==> config.mk <==
export PLATFORM = sky130hd
export DESIGN_NAME = cpusr_core_regs
export DESIGN_NICKNAME = d
export VERILOG_FILES = /design/src/design/cpusr_addr_map.v /design/src/design/cpusr_core_regs.v /design/src/design/cpusr_flag_alu.v
export VERILOG_INCLUDE_DIRS = /design/src /design/src/design
export SDC_FILE = /design/constraint.sdc
export NUM_CORES = 1
export LEC_CHECK = 0
export BUFFER_PORTS_ARGS = -buffer_cell sky130_fd_sc_hd__buf_2
export CORE_MARGIN = 3
export CORE_UTILIZATION = 40
export CTS_CLUSTER_DIAMETER = 150
export DETAILED_ROUTE_END_ITERATION = 10
export PLACE_DENSITY = 0.67
export SLEW_MARGIN = 20
export SYNTH_ARGS = -nofsm -noshare
export SYNTH_HDL_FRONTEND = slang
export SYNTH_SLANG_ARGS = --single-unit
==> constraint.sdc <==
create_clock -name clk_i -period 4.18 [get_ports clk_i]
set_input_delay 0.836 -clock clk_i [delete_from_list [all_inputs] [get_ports clk_i]]
set_output_delay 0.836 -clock clk_i [all_outputs]
set_load 0.1 [all_outputs]
==> src/design/cpusr_regs.vh <==
`ifndef CPUSR_REGS_VH
`define CPUSR_REGS_VH
// wishbone word offsets (byte addresses)
`define CPUSR_OFF_PC        6'h00
`define CPUSR_OFF_ACC       6'h04
`define CPUSR_OFF_TACC      6'h08
`define CPUSR_OFF_IX        6'h0c
`define CPUSR_OFF_EP        6'h10
`define CPUSR_OFF_SP        6'h14
`define CPUSR_OFF_PSW       6'h18
`define CPUSR_OFF_MIRROR    6'h1c
`define CPUSR_OFF_STATUS    6'h20
// psw field positions
`define CPUSR_PSW_BANK_HI   15
`define CPUSR_PSW_BANK_LO   11
`define CPUSR_PSW_PAGE_HI   10
`define CPUSR_PSW_PAGE_LO   8
`define CPUSR_CCR_H         7
`define CPUSR_CCR_I         6
`define CPUSR_CCR_IL_HI     5
`define CPUSR_CCR_IL_LO     4
`define CPUSR_CCR_N         3
`define CPUSR_CCR_Z         2
`define CPUSR_CCR_V         1
`define CPUSR_CCR_C         0
// reset values
`define CPUSR_RST_WORD      16'h0000
`define CPUSR_RST_PSW       16'h0030
// memory map constants
`define CPUSR_GREG_HIGH     8'h01
`define CPUSR_MIRROR_ADDR   16'h0078
`define CPUSR_DIR_PAGE_BASE 16'h0080
`define CPUSR_IL_NONE       2'h3
// alu operation codes
`define CPUSR_OP_ADD        3'h0
`define CPUSR_OP_SUB        3'h1
`define CPUSR_OP_SHL        3'h2
`define CPUSR_OP_SHR        3'h3
`define CPUSR_OP_PASS       3'h4
`endif

==> src/design/cpusr_addr_map.v <==
`timescale 1ns/10ps
`include "cpusr_regs.vh"
// combinational address former for banked registers and direct page
module cpusr_addr_map (
    input  wire [4:0]  bank_i,
    input  wire [2:0]  page_i,
    input  wire [2:0]  reg_sel_i,
    input  wire [7:0]  dir_addr_i,
    output wire [15:0] greg_addr_o,
    output wire [15:0] dir_phys_o
);
    // high byte fixed, bank on a7..a3, opcode bits on a2..a0
    assign greg_addr_o = {`CPUSR_GREG_HIGH, bank_i, reg_sel_i};

    // page n>0 places the upper half at 0080h + n*80h
    wire [15:0] paged = `CPUSR_DIR_PAGE_BASE
                      + {6'h00, page_i, 7'h00}
                      + {9'h000, dir_addr_i[6:0]};
    assign dir_phys_o = (!dir_addr_i[7] || page_i == 3'h0)
                      ? {8'h00, dir_addr_i}
                      : paged;
endmodule

==> src/design/cpusr_core_regs.v <==
`timescale 1ns/10ps
`include "cpusr_regs.vh"
// Behaviour
// - one 64-Kbyte space; all formed addresses are 16 bits wide
// - instruction address counter is 16 bits, holds fetch location
// - accumulator 16 bits; 8-bit work uses only low byte
// - temporary accumulator 16 bits, second ALU operand, low byte in 8-bit
// - 16-bit index register modifies operand addresses
// - 16-bit extra pointer selects memory location for pointer access
// - 16-bit stack pointer marks current stack area
// - status word: bank and page pointers high byte, flags low byte
// - register address is 01h, bank on A7..A3, opcode bits A2..A0
// - direct 80h..FFh remapped by page pointer; zero leaves unmapped
// - direct 00h..7Fh always unmapped
// - half carry on carry or borrow between bits 3 and 4
// - interrupt enable flag gates interrupts, cleared by reset
// - interrupt taken only if request level outranks current level
// - negative flag copies result msb
// - zero flag set when result is zero
// - overflow flag set on two's complement overflow
// - carry on carry/borrow out of bit 7 (bit 15 in 16-bit work); shifts load shifted-out bit
// - eight 8-bit registers per bank, up to 32 banks
// - bank and page pointers also reachable through mirror at 0078h
module cpusr_core_regs (
    input  wire        clk_i,
    input  wire        rst_i,
    // wishbone classic slave
    input  wire        wb_cyc_i,
    input  wire        wb_stb_i,
    input  wire        wb_we_i,
    input  wire [5:0]  wb_adr_i,
    input  wire [3:0]  wb_sel_i,
    input  wire [31:0] wb_dat_i,
    output reg  [31:0] wb_dat_o,
    output reg         wb_ack_o,
    // sequencer side
    input  wire        pc_load_i,
    input  wire        pc_inc_i,
    input  wire [15:0] pc_val_i,
    input  wire        acc_load_i,
    input  wire        tacc_load_i,
    input  wire        acc_to_tacc_i,
    input  wire        ix_load_i,
    input  wire        ep_load_i,
    input  wire        sp_load_i,
    input  wire [15:0] load_val_i,
    input  wire        alu_go_i,
    input  wire [2:0]  alu_op_i,
    input  wire        alu_wide_i,
    input  wire        ps_hi_load_i,
    input  wire        ccr_load_i,
    input  wire [7:0]  ps_val_i,
    input  wire        mem_wr_i,
    input  wire [15:0] mem_addr_i,
    input  wire [7:0]  mem_wdata_i,
    input  wire [2:0]  reg_sel_i,
    input  wire [7:0]  dir_addr_i,
    input  wire        irq_req_i,
    input  wire [1:0]  irq_level_i,
    output reg  [15:0] instr_address_counter_o,
    output reg  [15:0] acc_o,
    output reg  [15:0] tacc_o,
    output reg  [15:0] index_reg_o,
    output reg  [15:0] extra_pointer_o,
    output reg  [15:0] stack_pointer_o,
    output reg  [15:0] program_status_word_o,
    output reg  [15:0] greg_addr_o,
    output reg  [15:0] dir_phys_o,
    output reg         irq_accept_o
);
    reg [15:0] instr_address_counter_reg;
    reg [15:0] acc_reg;
    reg [15:0] tacc_reg;
    reg [15:0] index_reg;
    reg [15:0] extra_pointer_reg;
    reg [15:0] stack_pointer_reg;
    reg [7:0]  psw_hi_reg;
    reg [7:0]  ccr_reg;
    reg        ack_reg;

    wire [15:0] alu_res;
    wire        f_h;
    wire        f_n;
    wire        f_z;
    wire        f_v;
    wire        f_c;
    wire [15:0] greg_addr;
    wire [15:0] dir_phys;

    // the bank pointer is the top five bits, page pointer the next three
    wire [4:0] bank_pointer      = psw_hi_reg[7:3];
    wire [2:0] page_select_bits  = psw_hi_reg[2:0];
    wire [1:0] current_irq_level = ccr_reg[5:4];

    function [15:0] wb_merge;
        input [15:0] old;
        input [31:0] dat;
        input [3:0]  sel;
        begin
            wb_merge = {sel[1] ? dat[15:8] : old[15:8],
                        sel[0] ? dat[7:0]  : old[7:0]};
        end
    endfunction

    cpusr_flag_alu u_alu (
        .op_i    (alu_op_i),
        .wide_i  (alu_wide_i),
        .a_i     (acc_reg),
        .b_i     (tacc_reg),
        .carry_i (ccr_reg[`CPUSR_CCR_C]),
        .res_o   (alu_res),
        .h_o     (f_h),
        .n_o     (f_n),
        .z_o     (f_z),
        .v_o     (f_v),
        .c_o     (f_c)
    );

    cpusr_addr_map u_map (
        .bank_i      (bank_pointer),
        .page_i      (page_select_bits),
        .reg_sel_i   (reg_sel_i),
        .dir_addr_i  (dir_addr_i),
        .greg_addr_o (greg_addr),
        .dir_phys_o  (dir_phys)
    );

    wire wb_req  = wb_cyc_i && wb_stb_i && !ack_reg;
    wire wb_wr   = wb_req && wb_we_i;
    wire wb_lo   = wb_sel_i[0];
    // memory-side write to the mirror byte
    wire mir_wr  = mem_wr_i && (mem_addr_i == `CPUSR_MIRROR_ADDR);

    // reset word split into the two status bytes without losing bits
    localparam [15:0] RST_PSW = `CPUSR_RST_PSW;

    reg [15:0] instr_address_counter_next;
    reg [15:0] acc_next;
    reg [15:0] tacc_next;
    reg [15:0] index_next;
    reg [15:0] extra_pointer_next;
    reg [15:0] stack_pointer_next;
    reg [7:0]  psw_hi_next;
    reg [7:0]  ccr_next;

    // sequencer updates first; a bus write to the same register wins
    always @* begin
        instr_address_counter_next = instr_address_counter_reg;
        acc_next                   = acc_reg;
        tacc_next                  = tacc_reg;
        index_next                 = index_reg;
        extra_pointer_next         = extra_pointer_reg;
        stack_pointer_next         = stack_pointer_reg;
        psw_hi_next                = psw_hi_reg;
        ccr_next                   = ccr_reg;
        if (pc_load_i) begin
            instr_address_counter_next = pc_val_i;
        end else if (pc_inc_i) begin
            instr_address_counter_next = instr_address_counter_reg
                                       + 16'h0001;
        end
        if (acc_to_tacc_i) begin
            tacc_next = acc_reg;
        end else if (tacc_load_i) begin
            tacc_next = load_val_i;
        end
        if (alu_go_i) begin
            acc_next               = alu_res;
            ccr_next[`CPUSR_CCR_H] = f_h;
            ccr_next[`CPUSR_CCR_N] = f_n;
            ccr_next[`CPUSR_CCR_Z] = f_z;
            ccr_next[`CPUSR_CCR_V] = f_v;
            ccr_next[`CPUSR_CCR_C] = f_c;
        end else if (acc_load_i) begin
            acc_next = load_val_i;
        end
        if (ix_load_i) begin
            index_next = load_val_i;
        end
        if (ep_load_i) begin
            extra_pointer_next = load_val_i;
        end
        if (sp_load_i) begin
            stack_pointer_next = load_val_i;
        end
        if (ccr_load_i) begin
            ccr_next = ps_val_i;
        end
        // psw high byte and the mirror share one register
        if (ps_hi_load_i) begin
            psw_hi_next = ps_val_i;
        end else if (mir_wr) begin
            psw_hi_next = mem_wdata_i;
        end
        if (wb_wr) begin
            case (wb_adr_i)
                `CPUSR_OFF_PC: begin
                    instr_address_counter_next =
                        wb_merge(instr_address_counter_reg,
                                 wb_dat_i, wb_sel_i);
                end
                `CPUSR_OFF_ACC: begin
                    acc_next = wb_merge(acc_reg, wb_dat_i, wb_sel_i);
                end
                `CPUSR_OFF_TACC: begin
                    tacc_next = wb_merge(tacc_reg, wb_dat_i, wb_sel_i);
                end
                `CPUSR_OFF_IX: begin
                    index_next = wb_merge(index_reg, wb_dat_i, wb_sel_i);
                end
                `CPUSR_OFF_EP: begin
                    extra_pointer_next = wb_merge(extra_pointer_reg,
                                                  wb_dat_i, wb_sel_i);
                end
                `CPUSR_OFF_SP: begin
                    stack_pointer_next = wb_merge(stack_pointer_reg,
                                                  wb_dat_i, wb_sel_i);
                end
                `CPUSR_OFF_PSW: begin
                    if (wb_sel_i[1]) begin
                        psw_hi_next = wb_dat_i[15:8];
                    end
                    if (wb_lo) begin
                        ccr_next = wb_dat_i[7:0];
                    end
                end
                `CPUSR_OFF_MIRROR: begin
                    if (wb_lo) begin
                        psw_hi_next = wb_dat_i[7:0];
                    end
                end
                default: ;
            endcase
        end
    end

    always @(posedge clk_i) begin
        if (rst_i) begin
            instr_address_counter_reg <= `CPUSR_RST_WORD;
            acc_reg                   <= `CPUSR_RST_WORD;
            tacc_reg                  <= `CPUSR_RST_WORD;
            index_reg                 <= `CPUSR_RST_WORD;
            extra_pointer_reg         <= `CPUSR_RST_WORD;
            stack_pointer_reg         <= `CPUSR_RST_WORD;
            psw_hi_reg                <= RST_PSW[15:8];
            ccr_reg                   <= RST_PSW[7:0];
            ack_reg                   <= 1'b0;
        end else begin
            ack_reg                   <= wb_req;
            instr_address_counter_reg <= instr_address_counter_next;
            acc_reg                   <= acc_next;
            tacc_reg                  <= tacc_next;
            index_reg                 <= index_next;
            extra_pointer_reg         <= extra_pointer_next;
            stack_pointer_reg         <= stack_pointer_next;
            psw_hi_reg                <= psw_hi_next;
            ccr_reg                   <= ccr_next;
        end
    end

    // read mux; unmapped offsets read zero and still ack
    reg [31:0] rd_next;
    always @* begin
        rd_next = 32'h00000000;
        case (wb_adr_i)
            `CPUSR_OFF_PC:     rd_next = {16'h0000, instr_address_counter_reg};
            `CPUSR_OFF_ACC:    rd_next = {16'h0000, acc_reg};
            `CPUSR_OFF_TACC:   rd_next = {16'h0000, tacc_reg};
            `CPUSR_OFF_IX:     rd_next = {16'h0000, index_reg};
            `CPUSR_OFF_EP:     rd_next = {16'h0000, extra_pointer_reg};
            `CPUSR_OFF_SP:     rd_next = {16'h0000, stack_pointer_reg};
            `CPUSR_OFF_PSW:    rd_next = {16'h0000, psw_hi_reg, ccr_reg};
            `CPUSR_OFF_MIRROR: rd_next = {24'h000000, psw_hi_reg};
            `CPUSR_OFF_STATUS: rd_next = {greg_addr, dir_phys};
            default:           rd_next = 32'h00000000;
        endcase
    end

    // a level-3 request never outranks the current level, so it never enters
    reg irq_ok;
    always @* begin
        irq_ok = 1'b0;
        if (irq_req_i && ccr_reg[`CPUSR_CCR_I]) begin
            irq_ok = (irq_level_i < current_irq_level);
        end
    end

    // outputs registered one cycle after the state they mirror
    always @(posedge clk_i) begin
        if (rst_i) begin
            wb_dat_o                <= 32'h00000000;
            wb_ack_o                <= 1'b0;
            instr_address_counter_o <= `CPUSR_RST_WORD;
            acc_o                   <= `CPUSR_RST_WORD;
            tacc_o                  <= `CPUSR_RST_WORD;
            index_reg_o             <= `CPUSR_RST_WORD;
            extra_pointer_o         <= `CPUSR_RST_WORD;
            stack_pointer_o         <= `CPUSR_RST_WORD;
            program_status_word_o   <= `CPUSR_RST_PSW;
            greg_addr_o             <= 16'h0000;
            dir_phys_o              <= 16'h0000;
            irq_accept_o            <= 1'b0;
        end else begin
            wb_ack_o                <= wb_req;
            wb_dat_o                <= wb_req ? rd_next : 32'h00000000;
            instr_address_counter_o <= instr_address_counter_reg;
            acc_o                   <= acc_reg;
            tacc_o                  <= tacc_reg;
            index_reg_o             <= index_reg;
            extra_pointer_o         <= extra_pointer_reg;
            stack_pointer_o         <= stack_pointer_reg;
            program_status_word_o   <= {psw_hi_reg, ccr_reg};
            greg_addr_o             <= greg_addr;
            dir_phys_o              <= dir_phys;
            irq_accept_o            <= irq_ok;
        end
    end
endmodule

==> src/design/cpusr_flag_alu.v <==
`timescale 1ns/10ps
`include "cpusr_regs.vh"
// 8/16-bit arithmetic that produces the result and the flag set
module cpusr_flag_alu (
    input  wire [2:0]  op_i,
    input  wire        wide_i,
    input  wire [15:0] a_i,
    input  wire [15:0] b_i,
    input  wire        carry_i,
    output reg  [15:0] res_o,
    output reg         h_o,
    output reg         n_o,
    output reg         z_o,
    output reg         v_o,
    output reg         c_o
);
    reg [16:0] sum;
    reg [4:0]  nib;
    reg        msb_a;
    reg        msb_b;
    reg        msb_r;
    always @* begin
        sum   = 17'h00000;
        nib   = 5'h00;
        res_o = 16'h0000;
        c_o   = 1'b0;
        case (op_i)
            `CPUSR_OP_ADD: begin
                sum = {1'b0, a_i} + {1'b0, b_i};
                nib = {1'b0, a_i[3:0]} + {1'b0, b_i[3:0]};
            end
            `CPUSR_OP_SUB: begin
                sum = {1'b0, a_i} - {1'b0, b_i};
                nib = {1'b0, a_i[3:0]} - {1'b0, b_i[3:0]};
            end
            `CPUSR_OP_SHL: sum = {1'b0, a_i[14:0], 1'b0};
            // an 8-bit shift must not pull bit 8 into the low byte
            `CPUSR_OP_SHR: sum = wide_i ? {2'b00, a_i[15:1]}
                                        : {10'h000, a_i[7:1]};
            default:       sum = {1'b0, a_i};
        endcase
        // only the low byte takes part in 8-bit work
        res_o = wide_i ? sum[15:0] : {8'h00, sum[7:0]};
        case (op_i)
            `CPUSR_OP_ADD,
            `CPUSR_OP_SUB: c_o = wide_i ? sum[16]
                               : (sum[8] ^ a_i[8] ^ b_i[8]);
            `CPUSR_OP_SHL: c_o = wide_i ? a_i[15] : a_i[7];
            `CPUSR_OP_SHR: c_o = a_i[0];
            default:       c_o = carry_i;
        endcase
        msb_a = wide_i ? a_i[15] : a_i[7];
        msb_b = wide_i ? b_i[15] : b_i[7];
        msb_r = wide_i ? res_o[15] : res_o[7];
        h_o = nib[4];
        n_o = msb_r;
        z_o = (res_o == 16'h0000);
        case (op_i)
            `CPUSR_OP_ADD: v_o = (msb_a == msb_b) && (msb_r != msb_a);
            `CPUSR_OP_SUB: v_o = (msb_a != msb_b) && (msb_r != msb_a);
            default:       v_o = 1'b0;
        endcase
    end
endmodule

# Word level (Yosys, flattened, before mapping)
# Cells that the tools add are included.
# W data, S select, Z words.
# word_totals
mem_bits_ro	0
register_bits	290
out_inout_bits	178
latch_bits	0
ramBits	0
mem_count	0
# classes
bitwise_logic	4
eq_ne	27
magnitude_cmp	1
add_sub_neg	7
n_div	0
shifts	0
n_mux	48
multipliers	0
reduce_logical	17
# ops
cell	n
$mux W16	23
$pmux W25 S9	1
$mux W8	11
$pmux W17 S4	1
$ne A3 B3 Y1 const B	12
$eq A6 B5 Y1 const B	4
$add A16 B16 Y17	1
$sub A16 B16 Y17	1
$add A16 B1 Y16 const B	1
$add A16 B7 Y16	1
$eq A16 B7 Y1 const B	1
$logic_not A16 Y1	1
$pmux W8 S2	1
$mux W15	1
$eq A6 B4 Y1 const B	2
$add A8 B10 Y11 const A	1
$pmux W5 S2	1
$mux W9	1
$logic_and A1 B1 Y1	7
$eq A3 B2 Y1 const B	2
$eq A6 B3 Y1 const B	1
$eq A6 B6 Y1 const B	1
$logic_not A3 Y1	2
$logic_not A6 Y1	1
15 further kinds	25

# Longest topological paths before layout
# depth
ltp_word	12
ltp_mapped	16
depth_no_buf	14

# Hierarchy
# Synthesis repeated with hierarchy kept, for this count alone.
# hier_totals
cells_unflattened	1583
area_unflattened_um2	14437.6
# modules_own_cells
mod	n_inst	seq_area_each_um2	cells_each	area_per_inst_um2
cpusr_core_regs	1	5805.6	1271	12286.8
cpusr_flag_alu	1	0.0	269	1849.3
cpusr_addr_map	1	0.0	43	301.5

# Worst setup path after synthesis
# OpenSTA, ideal clock, no wires.
# synth_timing
path_kind	input to register
startpoint	input port alu_op_i[0]
endpoint	register ccr_reg[2]
slack_ns	-0.121
stages	16
t_arrival_ns	4.185
cell_sequence	clkbuf_1 buf_2 buf_2 and2_1 clkbuf_1 a21oi_1 xnor2_1 ha_1 a21o_1 a221o_1 a2111oi_0 a311oi_2 nor2_1 a2111oi_1 and4_1 a31o_1
# synth_between
elab_chain_len	9
# synth_lines
item	line	source
start, declared	cpusr_core_regs.v:48	input wire [2:0] alu_op_i,
$eq A3 B2 Y1 (tied with other cells)	cpusr_flag_alu.v:27	case (op_i)
$pmux W17 S4 (*)	cpusr_flag_alu.v:27	
$mux W16 (*)	cpusr_flag_alu.v:43	res_o = wide_i ? sum[15:0] : {8'h00, sum[7:0]};
$logic_not A16 Y1 (*)	cpusr_flag_alu.v:57	z_o = (res_o == 16'h0000);
$mux W4 (*)	cpusr_core_regs.v:167	if (alu_go_i) begin
$mux W8 (*)	cpusr_core_regs.v:186	if (ccr_load_i) begin
$mux W8	cpusr_core_regs.v:223	if (wb_lo) begin
$mux W8	cpusr_core_regs.v:196	case (wb_adr_i)
$mux W8 (*)	cpusr_core_regs.v:195	if (wb_wr) begin
end signal, assigned	cpusr_core_regs.v:246	ccr_reg <= RST_PSW[7:0];
end signal, assigned	cpusr_core_regs.v:257	ccr_reg <= ccr_next;
end, declared	cpusr_core_regs.v:78	reg [7:0] ccr_reg;
# Every way passes the cells marked *; elsewhere a longest branch is shown, timed or not.
# A chain may end at the register's enable or synchronous reset.

# Worst setup path after layout
# layout_timing
startpoint	register tacc_reg[3]
endpoint	register ccr_reg[3]
# layout_between
elab_chain_len	9
# layout_lines
item	line	source
start, declared	cpusr_core_regs.v:73	reg [15:0] tacc_reg;
start signal, assigned	cpusr_core_regs.v:241	tacc_reg <= `CPUSR_RST_WORD;
start signal, assigned	cpusr_core_regs.v:252	tacc_reg <= tacc_next;
$sub A16 B16 Y17 / $add A16 B16 Y17 (equally long branches)	cpusr_flag_alu.v:33, cpusr_flag_alu.v:29	
$pmux W17 S4 (*)	cpusr_flag_alu.v:27	
$mux W16 (*)	cpusr_flag_alu.v:43	
$mux W1 (*)	cpusr_flag_alu.v:54	msb_r = wide_i ? res_o[15] : res_o[7];
$mux W4 (*)	cpusr_core_regs.v:167	
$mux W8 (*)	cpusr_core_regs.v:186	
$mux W8	cpusr_core_regs.v:223	
$mux W8	cpusr_core_regs.v:196	
$mux W8 (*)	cpusr_core_regs.v:195	
# Marks and branches as above.

==> impl_results.md <==
- Status: finished, final reports clean
- Critical path endpoint: ccr_reg[3]$_SDFF_PP0_
- CTS tree: done
- Fin util: 0.500
- Comb pwr share: 0.236
- Finished Cell Area: 15900 sq um
- Synth cell count leaders: dfxtp_1, nor2_1, nor2b_1, nand2_1, clkbuf_1
- Worst EP required: 4.65 ns
- FP Rows: 65
- Largest area contributor in the netlist: dfxtp_1
- Critical path type: reg -> reg
- CTS H-tree lvls: 1
- Worst Path Buf+Inv: 0
- R2R setup slack: 0.30 ns
- Worst path max stage delay: 0.69 ns
- Crit path depth: 12
- #FFs+latches synth: 266
- Dpl cell area: 14900 sq um
- Vert. Die Dim: 187 microns
- Post-synth top flop: dfxtp_1
- CTS Buf Count: 28
- Vias: 13000
- Full die area: 34900 sq um
- Final Wtd Congestion: 0.973
- Switching Fraction: 0.335
- Slowest CP cell: or4_1
- RSZ-0062 raised after global routing: no
- Post-synth EDFFs: 0
- Layout cells sized above 1: 0.223
- Area Overhead vs Synth: 21.7%
- Global route total overflow: 0
- Mapped Area: 13100 sq um
- Clock network power share: 0.369
- Synth area leaders: dfxtp_1, mux2i_1, nor2b_1
- Psw: 0.00237 W
- Top cell type's share of synthesized area: 0.407
- Post-route insts no fill: 2259
- Cells after Synth: 1546
- Pleak: 6.97 nW
- CTS sink count: 266
- First-pass GRT wire length: 73900 microns
- Critical Path End Type: flop
- Syn Area/Cell: 8.47 sq um
- Port buffer count: 281
- Max Root-Sink Buffers: 3
- Initial Util: 0.411
- Maxcap violations: 0
- GRT Util Overall: 0.267
- Post-route ant nets: 0
- Core Box Area: 31900 sq um
- Chip Width: 187 microns
- Top reg by flops: wb_dat_o
- Fmax: 257 MHz
- Worst-path clk slew: 0.06 ns
- Seq pwr share: 0.395
- Crit path max fanout: 6
- Largest net degree at the start of global routing: 90
- Final Hold Vio Count: 0
- Hold Path Class: reg -> reg
- Asr flop ratio synth: 0
- Crit start category: flop
- Vias in the first global route: 12100
- Min Clock Period, post-route: 3.88 ns
- Clk Latency, worst-skew pair: 0.56 ns
- Data arrival, critical path: 4.35 ns
- Most frequent cell after synthesis: dfxtp_1
- Reg2reg start: tacc_reg[3]$_SDFFE_PP0P_
- R2R Path End: ccr_reg[3]$_SDFF_PP0_
- Root Buffer: clkbuf_16
- Final wirelength: 49400 microns
- Power Density: 445 nW/um^2
- Slew @ Worst Pin: 0.956 ns
- Fin nets: 1963
- Hold_ws: 0.485 ns
- Top-Level Pins: 319
- YS warnings: 0
- Period utilization: 0.929
- Max_slew headroom: 0.361
- First-pass DRT Iterations: 9
- Vias per Instance: 5.74
- Final setup fails: 0
- Skew final: 0.0134 ns
- Seq/Total Area, Yosys: 0.407
- Detailed Place HPWL: 37300 microns
- DR iter-0 viols: 1461
- Internal power: 0.00472 W
- Setup TNS: 0 ns
- Initial antenna violation count: 5
- Max VDD drop: 274 uV
- Largest delay share family, worst path: compound AO/OA/AOI/OAI gates
- Crit path cell chain: or4_1 -> o41ai_1 -> xnor2_1 -> ha_1 -> a21oi_1 -> o22ai_1 -> or3_1 -> nor4_1 -> o2111ai_1 -> o311a_1 -> a41o_1 -> a211oi_1
- Synth cell types: 73
- Max reg flops: 25
- Fin. max-slew vios: 0
- Detailed-route DRC error count: 0
- DP Cell Count: 2205
- Reg2Reg Depth: 12
- Critical path launch point: tacc_reg[3]$_SDFFE_PP0P_
- Drt wl/cell: 21.9 microns
## cells in the final DEF (no fill, tap or decap), types with 7 or more instances in the layout
cell type    n
xnor2_1     21
o211a_1      7
xor2_1      16
a21o_1       7
o211ai_1    19
a211oi_1    48
nand2_1     96
mux2i_1     76
buf_2      280
a21oi_1     63
mux2_2      13
nand3_1     27
and2_1       8
nand2b_1    32
o21ai_0     66
a31oi_1     24
clkbuf_16   29
inv_1       36
a221oi_1    14
nor3_1      62
nand4_1     10
nor2b_1    112
a311oi_1    25
nor4_1       7
conb_1      19
and3_1      21
buf_4       56
o22a_1       7
a222oi_1     8
o22ai_1     50
ha_1        21
nor2_1     182
dfxtp_1    266
## area by class of cell
type                       count  area (sq um)
antenna                        2          5.00
timing repair buffer         337          1830
tap                          435           544
multi-input combinational   1131          7120
sequential                   266          5330
clock buffer                  40           817
inverter                      36           135
clock inverter                12           151
fill                        3103         16000
## power by group through the flow
stage | Sequential, W | Clock, W | Combinational [W]
5_1_grt | 0.00281 | 0.00274 | 0.00178
4_1_cts | 0.00280 | 0.00263 | 0.00165
6_report | 0.00280 | 0.00262 | 0.00167
3_3_place_gp | 0.00285 | 0 | 0.00163
2_1_floorplan | 0.00319 | 0 | 0.000844
3_5_place_dp | 0.00285 | 0 | 0.00165
## timing repair
item,in CTS,in global routing
endpoints found under the setup margin,0,3
hold buffers,0,0
setup buffers,0,0
gates resized for setup,0,1
## stage by stage
stage | total power (W) | setup slack [ns]
floorplan | 0.00403 | 0.0522
global placement | 0.00448 | 0.00914
detailed placement | 0.00450 | 0.0374
CTS | 0.00708 | 0.245
global route | 0.00734 | 0.0372
finish | 0.00709 | 0.296
## worst reg2reg max path, delay by kind of cell (launching register included)
family	cells	cell delay, ns
adder cells (fa/ha/maj)	1	0.31
AND/OR/NAND/NOR	3	1.40
XOR/XNOR	1	0.18
flip-flops	1	0.31
AO/OA/AOI/OAI	7	1.62
## worst min-delay path by stage
stage | start | to | cells past startpoint
after CTS | index_reg[12]$_SDFFE_PP0P_ | index_reg_o[12]$_SDFF_PP0_ | 1
after global placement | stack_pointer_reg[7]$_SDFFE_PP0P_ | stack_pointer_o[7]$_SDFF_PP0_ | 1
after floorplan | ccr_reg[4]$_SDFF_PP1_ | program_status_word_o[4]$_SDFF_PP1_ | 2
final | stack_pointer_reg[3]$_SDFFE_PP0P_ | stack_pointer_o[3]$_SDFF_PP0_ | 1
after global routing | index_reg[12]$_SDFFE_PP0P_ | index_reg_o[12]$_SDFF_PP0_ | 1
after detailed placement | index_reg[12]$_SDFFE_PP0P_ | index_reg_o[12]$_SDFF_PP0_ | 1
## routing by layer
metal,vias to the layer above,GRT usage,part of all wire
met1,6016,0.363,0.41
met3,131,0.0480,0.10
li1,6054,-,-
met2,756,0.421,0.44
met5,-,0,0.0012
met4,8,0.109,0.044
## kinds of logic (layout without fill, tap and decap cells)
kind of cell | after synthesis | in the layout | share of synthesized area
AOI/OAI and AO/OA | 386 | 386 | 0.202
muxes | 89 | 89 | 0.0693
other | 1 | 21 | 0.000286
DFF | 266 | 266 | 0.407
xor gates and xnor gates | 37 | 37 | 0.0247
and+or+nand+nor | 578 | 578 | 0.220
buffers and inverters | 167 | 425 | 0.0556
adders and majority gates | 22 | 22 | 0.0216
Power figures use the tool's default switching activity.
